--- src/common/sm_pkg.sv ---
package sm_pkg;
  // ****************************************
  // Register byte addresses
  // ****************************************
  localparam logic [7:0] ADDR_CONTROL_0 = 8'h00;
  localparam logic [7:0] ADDR_CONTROL_1 = 8'h04;
  localparam logic [7:0] ADDR_SOURCE = 8'h08;
  localparam logic [7:0] ADDR_CAR_HIGH = 8'h0c;
  localparam logic [7:0] ADDR_CAR_LOW = 8'h10;
  localparam logic [7:0] ADDR_FIFO = 8'h14;
  localparam logic [7:0] ADDR_FIFO_STAT = 8'h18;
  // ****************************************
  // Field positions
  // ****************************************
  localparam int POS_ENABLE = 7;
  localparam int POS_OUT = 5;
  localparam int POS_OUT_INV = 4;
  localparam int POS_BIT = 0;
  localparam int POS_CH_INV = 5;
  localparam int POS_CH_SYNC = 4;
  localparam int POS_CL_INV = 1;
  localparam int POS_CL_SYNC = 0;
  localparam int SEL_WIDTH = 5;
  // ****************************************
  // Reset values
  // ****************************************
  localparam logic [7:0] RESET_CONTROL = 8'h00;
  localparam logic [4:0] RESET_SELECT = 5'h00;
  // ****************************************
  // Source codes
  // ****************************************
  localparam logic [4:0] SEL_PIN = 5'h00;
  localparam logic [4:0] SEL_MOD_BIT = 5'h01;
  localparam logic [4:0] SEL_CAR_SYSCLK = 5'h01;
  localparam int NUM_SOURCES = 32;
  // ****************************************
  // Buffering
  // ****************************************
  localparam int FIFO_WIDTH = 1;
  localparam int FIFO_DEPTH = 16;
  localparam int FIFO_PTR = 4;
  // ****************************************
  // Bus and sync state encodings
  // ****************************************
  localparam logic [1:0] HTRANS_NONSEQ = 2'h2;
  typedef enum logic [1:0] {
    SYNC_IDLE = 2'b00,
    SYNC_HIGH = 2'b01,
    SYNC_LOW = 2'b10
  } sm_sync_type;
endpackage

--- src/common/sm_stream_if.sv ---
`timescale 1ns/10ps
interface sm_stream_if;
  logic valid;
  logic ready;
  logic data;
  modport source(output valid, output data, input ready);
  modport sink(input valid, input data, output ready);
endinterface

--- src/verilog/sm_fifo.sv ---
`timescale 1ns/10ps
module sm_fifo
  import sm_pkg::*;
#(
  parameter int WIDTH = FIFO_WIDTH,
  parameter int DEPTH = FIFO_DEPTH,
  parameter int PTRW = FIFO_PTR
) (
  // Clock and reset
  input wire logic clock,
  input wire logic reset,
  // Ports
  sm_stream_if.sink inPort,
  sm_stream_if.source outPort,
  // Status
  output logic [PTRW:0] level
);
  logic [WIDTH-1:0] mem_q [DEPTH];
  logic [PTRW-1:0] wrPtr_q;
  logic [PTRW-1:0] rdPtr_q;
  logic [PTRW:0] count_q;
  wire doWrite = inPort.valid && inPort.ready;
  wire doRead = outPort.valid && outPort.ready;
  assign inPort.ready = count_q < (PTRW+1)'(DEPTH);
  assign outPort.valid = count_q != '0;
  assign outPort.data = mem_q[rdPtr_q];
  assign level = count_q;
  always_ff @(posedge clock) begin
    if (doWrite) begin
      mem_q[wrPtr_q] <= inPort.data;
    end
  end
  always_ff @(posedge clock) begin
    if (reset) begin
      wrPtr_q <= '0;
      rdPtr_q <= '0;
      count_q <= '0;
    end else begin
      wrPtr_q <= wrPtr_q + PTRW'(doWrite);
      rdPtr_q <= rdPtr_q + PTRW'(doRead);
      count_q <= count_q + (PTRW+1)'(doWrite) - (PTRW+1)'(doRead);
    end
  end
endmodule

--- src/verilog/sm_modulator.sv ---
// Added by the designer: the AHB-Lite interface to the registers and the register offsets.
`timescale 1ns/10ps
module sm_modulator
  import sm_pkg::*;
(
  // Clock and reset
  input wire logic clock,
  input wire logic reset,
  // AHB-Lite slave
  input wire logic hsel,
  input wire logic [31:0] haddr,
  input wire logic [1:0] htrans,
  input wire logic hwrite,
  input wire logic [2:0] hsize,
  input wire logic [31:0] hwdata,
  input wire logic hready,
  output logic [31:0] hrdata,
  output logic hreadyout,
  output logic hresp,
  // Source inputs, one bit per select code
  input wire logic [NUM_SOURCES-1:0] modSources,
  input wire logic [NUM_SOURCES-1:0] carHighSources,
  input wire logic [NUM_SOURCES-1:0] carLowSources,
  // Captured output stream drain
  output logic streamValid,
  output logic streamData,
  input wire logic streamReady,
  // Modulated output pin
  output logic modulatedOutputPin
);
  // ****************************************
  // Registers
  // ****************************************
  logic enable_q;
  logic outInvert_q;
  logic modBit_q;
  logic chInvert_q;
  logic carrier_high_sync_en_q;
  logic clInvert_q;
  logic carrier_low_sync_en_q;
  logic [4:0] modSel_q;
  logic [4:0] chSel_q;
  logic [4:0] clSel_q;
  logic wrPend_q;
  logic rdPend_q;
  logic [7:0] addr_q;
  logic [31:0] rdData_q;
  sm_sync_type syncState_q;
  sm_sync_type syncState_d;
  logic chLast_q;
  logic clLast_q;
  logic mixed_q;

  // ****************************************
  // Input synchronisers
  // ****************************************
  logic [NUM_SOURCES-1:0] modSync;
  logic [NUM_SOURCES-1:0] chSyncd;
  logic [NUM_SOURCES-1:0] clSyncd;
  sm_sync2 #(.WIDTH(NUM_SOURCES)) uModSync (
    .clock(clock), .reset(reset), .asyncIn(modSources), .syncOut(modSync));
  sm_sync2 #(.WIDTH(NUM_SOURCES)) uChSync (
    .clock(clock), .reset(reset), .asyncIn(carHighSources),
    .syncOut(chSyncd));
  sm_sync2 #(.WIDTH(NUM_SOURCES)) uClSync (
    .clock(clock), .reset(reset), .asyncIn(carLowSources),
    .syncOut(clSyncd));

  // ****************************************
  // Source selection
  // ****************************************
  // Disabled carriers fall back to pins
  wire [4:0] chSelEff = enable_q ? chSel_q : SEL_PIN;
  wire [4:0] clSelEff = enable_q ? clSel_q : SEL_PIN;
  wire [4:0] modSelEff = enable_q ? modSel_q : SEL_MOD_BIT;
  // Modulator mux, code 1 is the bit
  wire modRaw = (modSelEff == SEL_MOD_BIT) ? modBit_q : modSync[modSelEff];
  wire chRaw = chSyncd[chSelEff];
  wire clRaw = clSyncd[clSelEff];
  wire carrierHigh = chRaw ^ chInvert_q;
  wire carrierLow = clRaw ^ clInvert_q;
  wire chFall = chLast_q && !carrierHigh;
  wire clFall = clLast_q && !carrierLow;

  // ****************************************
  // Carrier synchronisation
  // ****************************************
  // Hold old carrier until its pulse ends
  always_comb begin
    syncState_d = syncState_q;
    case (syncState_q)
      SYNC_IDLE: syncState_d = modRaw ? SYNC_HIGH : SYNC_LOW;
      SYNC_HIGH: begin
        // High sync waits high falling edge
        if (!modRaw && (!carrier_high_sync_en_q || chFall || !carrierHigh)) begin
          syncState_d = SYNC_LOW;
        end
      end
      SYNC_LOW: begin
        // Low sync waits low falling edge
        if (modRaw && (!carrier_low_sync_en_q || clFall || !carrierLow)) begin
          syncState_d = SYNC_HIGH;
        end
      end
      default: syncState_d = SYNC_IDLE;
    endcase
  end
  wire useHigh = (syncState_q == SYNC_IDLE) ? modRaw :
    (syncState_q == SYNC_HIGH);
  wire activeCarrier = useHigh ? carrierHigh : carrierLow;
  // Active carrier, picked by modulator path
  wire mixedValue = activeCarrier;
  wire outValue = mixed_q ^ outInvert_q;

  always_ff @(posedge clock) begin
    if (reset || !enable_q) begin
      syncState_q <= SYNC_IDLE;
      chLast_q <= 1'b0;
      clLast_q <= 1'b0;
      mixed_q <= 1'b0;
    end else begin
      syncState_q <= syncState_d;
      chLast_q <= carrierHigh;
      clLast_q <= carrierLow;
      mixed_q <= mixedValue;
    end
  end

  // Drive pin only when enabled, else low
  always_ff @(posedge clock) begin
    if (reset) begin
      modulatedOutputPin <= 1'b0;
    end else begin
      modulatedOutputPin <= enable_q ? outValue : 1'b0;
    end
  end

  // ****************************************
  // Output capture FIFO
  // ****************************************
  sm_stream_if fifoIn();
  sm_stream_if fifoOut();
  logic [FIFO_PTR:0] fifoLevel;
  logic lastOut_q;
  assign fifoIn.valid = enable_q && (outValue != lastOut_q);
  assign fifoIn.data = outValue;
  assign fifoOut.ready = streamReady;
  assign streamValid = fifoOut.valid;
  assign streamData = fifoOut.data;
  wire fifoOverrun = fifoIn.valid && !fifoIn.ready;
  logic overrun_q;
  sm_fifo uFifo (
    .clock(clock), .reset(reset), .inPort(fifoIn), .outPort(fifoOut),
    .level(fifoLevel));
  always_ff @(posedge clock) begin
    if (reset) begin
      lastOut_q <= 1'b0;
      overrun_q <= 1'b0;
    end else begin
      if (fifoIn.valid && fifoIn.ready) begin
        lastOut_q <= outValue;
      end
      if (fifoOverrun) begin
        overrun_q <= 1'b1;
      end else if (wrPend_q && addr_q == ADDR_FIFO_STAT) begin
        overrun_q <= 1'b0;
      end
    end
  end

  // ****************************************
  // AHB-Lite slave
  // ****************************************
  wire addrPhase = hsel && hready && htrans == HTRANS_NONSEQ;
  assign hreadyout = 1'b1;
  assign hresp = 1'b0;
  assign hrdata = rdData_q;
  wire [7:0] rdAddr = haddr[7:0];
  wire [7:0] ctrl0Read = {enable_q, 1'b0, modulatedOutputPin, outInvert_q,
    3'h0, modBit_q};
  wire [7:0] ctrl1Read = {2'h0, chInvert_q, carrier_high_sync_en_q, 2'h0, clInvert_q,
    carrier_low_sync_en_q};
  wire [31:0] readMux =
    (rdAddr == ADDR_CONTROL_0) ? {24'h0, ctrl0Read} :
    (rdAddr == ADDR_CONTROL_1) ? {24'h0, ctrl1Read} :
    (rdAddr == ADDR_SOURCE) ? {27'h0, modSel_q} :
    (rdAddr == ADDR_CAR_HIGH) ? {27'h0, chSel_q} :
    (rdAddr == ADDR_CAR_LOW) ? {27'h0, clSel_q} :
    (rdAddr == ADDR_FIFO_STAT) ? {26'h0, overrun_q, fifoLevel} :
    32'h0;

  always_ff @(posedge clock) begin
    if (reset) begin
      wrPend_q <= 1'b0;
      rdPend_q <= 1'b0;
      addr_q <= 8'h00;
      rdData_q <= 32'h0;
    end else begin
      wrPend_q <= addrPhase && hwrite;
      rdPend_q <= addrPhase && !hwrite;
      addr_q <= addrPhase ? rdAddr : addr_q;
      rdData_q <= (addrPhase && !hwrite) ? readMux : 32'h0;
    end
  end

  always_ff @(posedge clock) begin
    if (reset) begin
      {enable_q, outInvert_q, modBit_q} <= 3'h0;
      {chInvert_q, carrier_high_sync_en_q, clInvert_q, carrier_low_sync_en_q} <= 4'h0;
      modSel_q <= RESET_SELECT;
      chSel_q <= RESET_SELECT;
      clSel_q <= RESET_SELECT;
    end else if (wrPend_q) begin
      case (addr_q)
        ADDR_CONTROL_0: begin
          enable_q <= hwdata[POS_ENABLE];
          outInvert_q <= hwdata[POS_OUT_INV];
          modBit_q <= hwdata[POS_BIT];
        end
        ADDR_CONTROL_1: begin
          chInvert_q <= hwdata[POS_CH_INV];
          carrier_high_sync_en_q <= hwdata[POS_CH_SYNC];
          clInvert_q <= hwdata[POS_CL_INV];
          carrier_low_sync_en_q <= hwdata[POS_CL_SYNC];
        end
        ADDR_SOURCE: modSel_q <= hwdata[4:0];
        ADDR_CAR_HIGH: chSel_q <= hwdata[4:0];
        ADDR_CAR_LOW: clSel_q <= hwdata[4:0];
        default: ;
      endcase
    end
  end

  // ****************************************
  // Assertions
  // ****************************************
  a_pin_low_disabled: assert property (@(posedge clock) disable iff (reset)
    !$past(enable_q) |-> !modulatedOutputPin)
    else $error("Pin not low while disabled");
  a_reset_defaults: assert property (@(posedge clock)
    $past(reset) && !reset |-> !enable_q && modSel_q == RESET_SELECT &&
    chSel_q == RESET_SELECT && clSel_q == RESET_SELECT)
    else $error("Reset defaults wrong");
  a_sync_idle_off: assert property (@(posedge clock) disable iff (reset)
    !$past(enable_q) |-> syncState_q == SYNC_IDLE)
    else $error("Sync not idle when disabled");
  a_select_kept: assert property (@(posedge clock) disable iff (reset)
    !$past(wrPend_q) |-> $stable(chSel_q) && $stable(modSel_q))
    else $error("Select changed without write");
  a_carrier_forced: assert property (@(posedge clock) disable iff (reset)
    !enable_q |-> chSelEff == SEL_PIN && clSelEff == SEL_PIN)
    else $error("Carrier not forced to pin");
  a_mod_forced: assert property (@(posedge clock) disable iff (reset)
    !enable_q |-> modRaw == modBit_q)
    else $error("Modulator not forced to bit");
  a_high_sync_hold: assert property (@(posedge clock) disable iff (reset)
    syncState_q == SYNC_HIGH && carrier_high_sync_en_q && carrierHigh && !chFall
    |=> syncState_q != SYNC_LOW)
    else $error("High carrier cut short");
  a_out_follows: assert property (@(posedge clock) disable iff (reset)
    enable_q && $past(enable_q) |->
    modulatedOutputPin == ($past(mixed_q) ^ $past(outInvert_q)))
    else $error("Output value mismatch");
endmodule

--- src/verilog/sm_sync2.sv ---
`timescale 1ns/10ps
module sm_sync2
  import sm_pkg::*;
#(
  parameter int WIDTH = 1
) (
  // Clock and reset
  input wire logic clock,
  input wire logic reset,
  // Data
  input wire logic [WIDTH-1:0] asyncIn,
  output logic [WIDTH-1:0] syncOut
);
  logic [WIDTH-1:0] stage1_q;
  always_ff @(posedge clock) begin
    if (reset) begin
      stage1_q <= '0;
      syncOut <= '0;
    end else begin
      stage1_q <= asyncIn;
      syncOut <= stage1_q;
    end
  end
endmodule
--- config.mk ---
export PLATFORM = sky130hd
export DESIGN_NAME = sm_modulator
export DESIGN_NICKNAME = d
export VERILOG_FILES = /design/src/common/sm_pkg.sv /design/src/common/sm_stream_if.sv /design/src/verilog/sm_fifo.sv /design/src/verilog/sm_modulator.sv /design/src/verilog/sm_sync2.sv
export SDC_FILE = /design/constraint.sdc
export NUM_CORES = 1
export LEC_CHECK = 0
export ABC_AREA = 0
export BUFFER_PORTS_ARGS = -buffer_cell sky130_fd_sc_hd__buf_2
export CAP_MARGIN = 15
export CORE_MARGIN = 10
export CORE_UTILIZATION = 49
export CTS_CLUSTER_SIZE = 20
export DETAILED_ROUTE_END_ITERATION = 6
export PLACE_DENSITY = 0.75
export SYNTH_ARGS = -nofsm -noshare
export SYNTH_HDL_FRONTEND = slang
export SYNTH_HIERARCHICAL = 1
export SYNTH_SLANG_ARGS = --single-unit
--- constraint.sdc ---
create_clock -name clock -period 2.7 [get_ports clock]
set_input_delay 0.135 -clock clock [delete_from_list [all_inputs] [get_ports clock]]
set_output_delay 0.135 -clock clock [all_outputs]
set_load 0.03 [all_outputs]
==> impl_metrics.toml <==
[layout]
utilization_pct = 64.0
nets = 1316
syn2layout_area_growth_pct = 28.1
layout-drive-gt1-share_pct = 35.1

[sta]
max_clock_freq_mhz = 371
period_share_pct = 99.8
finalClockSkew_ns = 0.00968
relSlewSlack_pct = 44.9
max_slew.worst_pin.slew_ns = 0.825
period_needed_ns = 2.69
rsz0062_at_grt = "true"
drv_slew = 0
hold_viol = 0
final-setup-viol-count = 0

[die]
fp.dieH_um = 164
die_w_um = 164
placementRows = 52
core_um2 = 20400
io_pins = 208
die-area_um2 = 26900
initial_core_util_pct = 50.0

[routing]
detail_route.iter0.violations = 385
viasPerCell = 4.77
ant_nets = 0
route.detailed.drc = 0
wire_per_inst_um = 15.6
vias = 6793
wl_um = 22300
firstDrtPassIters = 6

[logic_synthesis]
netlist_area_um2 = 10200
syn_inst = 880
yosysWarningCount = 6
avgSynthCellArea_um2 = 11.6

[setup_path]
rrSetupSlack_ns = 0.005
reg2reg_from = "outInvert_q"
r2r_end = "uFifo/level[4]"
required_ns = 3.16
end_kind = "flip-flop"
ff2ff_path_depth = 13
path_max_fanout = 3
crit_type = "flip-flop to flip-flop"
start_kind = "flip-flop"
arrival_ns = 3.15

[power_and_ir_drop]
power_density_nw_per_um2 = 676
total_power_w = 0.00881
peakVddDrop_mv = 0.455
power.leakage_nw = 5.29

[flow_run]
maxCapViolCount = 0

[clock_tree]
clk_pin_slew_ns = 0.06
clkLatencyLatePin_ns = 0.52
cts_root_buf = "clkbuf_16"
cts_tree = "yes"
cts_max_level = 1
clock_sinks = 263
cts_made_buffers = 26
clockBufferDepth = 3

[worst_hold_path]
hold_path.class = "input pin to flip-flop"
hold_end = "wrPend_q"
hp-start = "htrans[1]"
whs_path_depth = 4

[grt]
grt_pass1_vias = 6981
grt_max_degree = 105
grt_pass1_wl_um = 35400
antenna_found_initial = 0
track_usage_pct = 16.0
grt.overflow.total = 0

[place]
port_buffers = 127
place_hpwl_um = 13700
gp_congestion = 0.844

[status]
status = "finished, final reports clean"
[layout by cell type (no fill, tap or decap), drive strengths merged, types with 14 or more instances in the layout]
cell and instances:
edfxtp 16, clkbuf 38, dlygate4sd3 123, nand2 38, conb 27, dfxtp 247
inv 18, nor2b 201, mux4 15, a21oi 18, mux2i 37, buf 151
nor3 14, nor2 62
[sequential cells by signal (all words and copies together), names as in the netlist, 5 cells and up]
name and count:
modSel_q 5, uChSync/syncOut 32, hrdata 7, uModSync/syncOut 31, uFifo/level 5, uFifo/mem_q 16
uClSync/stage1_q 32, uChSync/stage1_q 32, addr_q 8, clSel_q 5, uClSync/syncOut 32, uModSync/stage1_q 31
chSel_q 5
[worst max-delay path: stages (launching register included)]
cell	delay, ns
dfxtp_2	0.34
xnor2_2	0.21
inv_2	0.07
and2_4	0.17
nor3_4	0.18
nand2b_1	0.10
ha_1	0.30
inv_2	0.04
ha_4	0.16
fa_2	0.37
a21oi_2	0.14
nor2_1	0.07
or3_1	0.37
a21oi_1	0.12
[layout make-up]
| cell class | count | area [um^2] |
|---|---|---|
| inverter | 16 | 60.1 |
| tap | 270 | 338 |
| fill | 1542 | 7330 |
| antenna | 1 | 2.50 |
| multi-input combinational | 553 | 4260 |
| clock inverter | 10 | 87.6 |
| timing repair buffer | 274 | 2090 |
| sequential | 263 | 5430 |
| clock buffer | 38 | 771 |
[how the worst max path moves through the flow]
stage / startpoint / endpoint / slack [ns]
finish: outInvert_q / uFifo/level[4] / 0.005
global route: outInvert_q / uFifo/level[4] / -0.13
CTS: mixed_q / uFifo/level[4] / 0.05
detailed placement: outInvert_q / uFifo/level[4] / -0.006
global placement: outInvert_q / uFifo/level[4] / 0.05
floorplan: outInvert_q / uFifo/level[4] / 0.01
[routing by layer]
layer | track usage (%) | wire [um]
met1 | 19.0 | 9180
met2 | 28.7 | 11300
met3 | 3.58 | 1340
met4 | 3.98 | 415
met5 | 0 | 0
[through the flow]
step | instance area, um^2 | setup TNS [ns] | worst slack, ns | hold slack [ns] | instances
after floorplan | 10300 | 0 | 0.0120 | 0.207 | 905
after global placement | 10900 | 0 | 0.0452 | 0.345 | 1249
after detailed placement | 10900 | -0.00570 | -0.00570 | 0.346 | 1249
after CTS | 13000 | 0 | 0.0484 | 0.0480 | 1420
after global routing | 13000 | -0.134 | -0.134 | 0.0768 | 1424
final | 13000 | 0 | 0.00505 | 0.0598 | 1425
[power breakdown]
part | switching, W | internal, W
Combinational | 0.000493 | 0.000574
Sequential | 0.0000962 | 0.00410
Clock | 0.00147 | 0.00208
Total | 0.00206 | 0.00675
[what timing repair did]
action,CTS,global route
pin swaps,1,9
setup buffers,0,4
hold buffers,123,0
gates resized for setup,1,12
hold endpoints to repair,150,0
setup endpoints to repair,1,4
No activity file was read; power rests on OpenSTA's default activity.
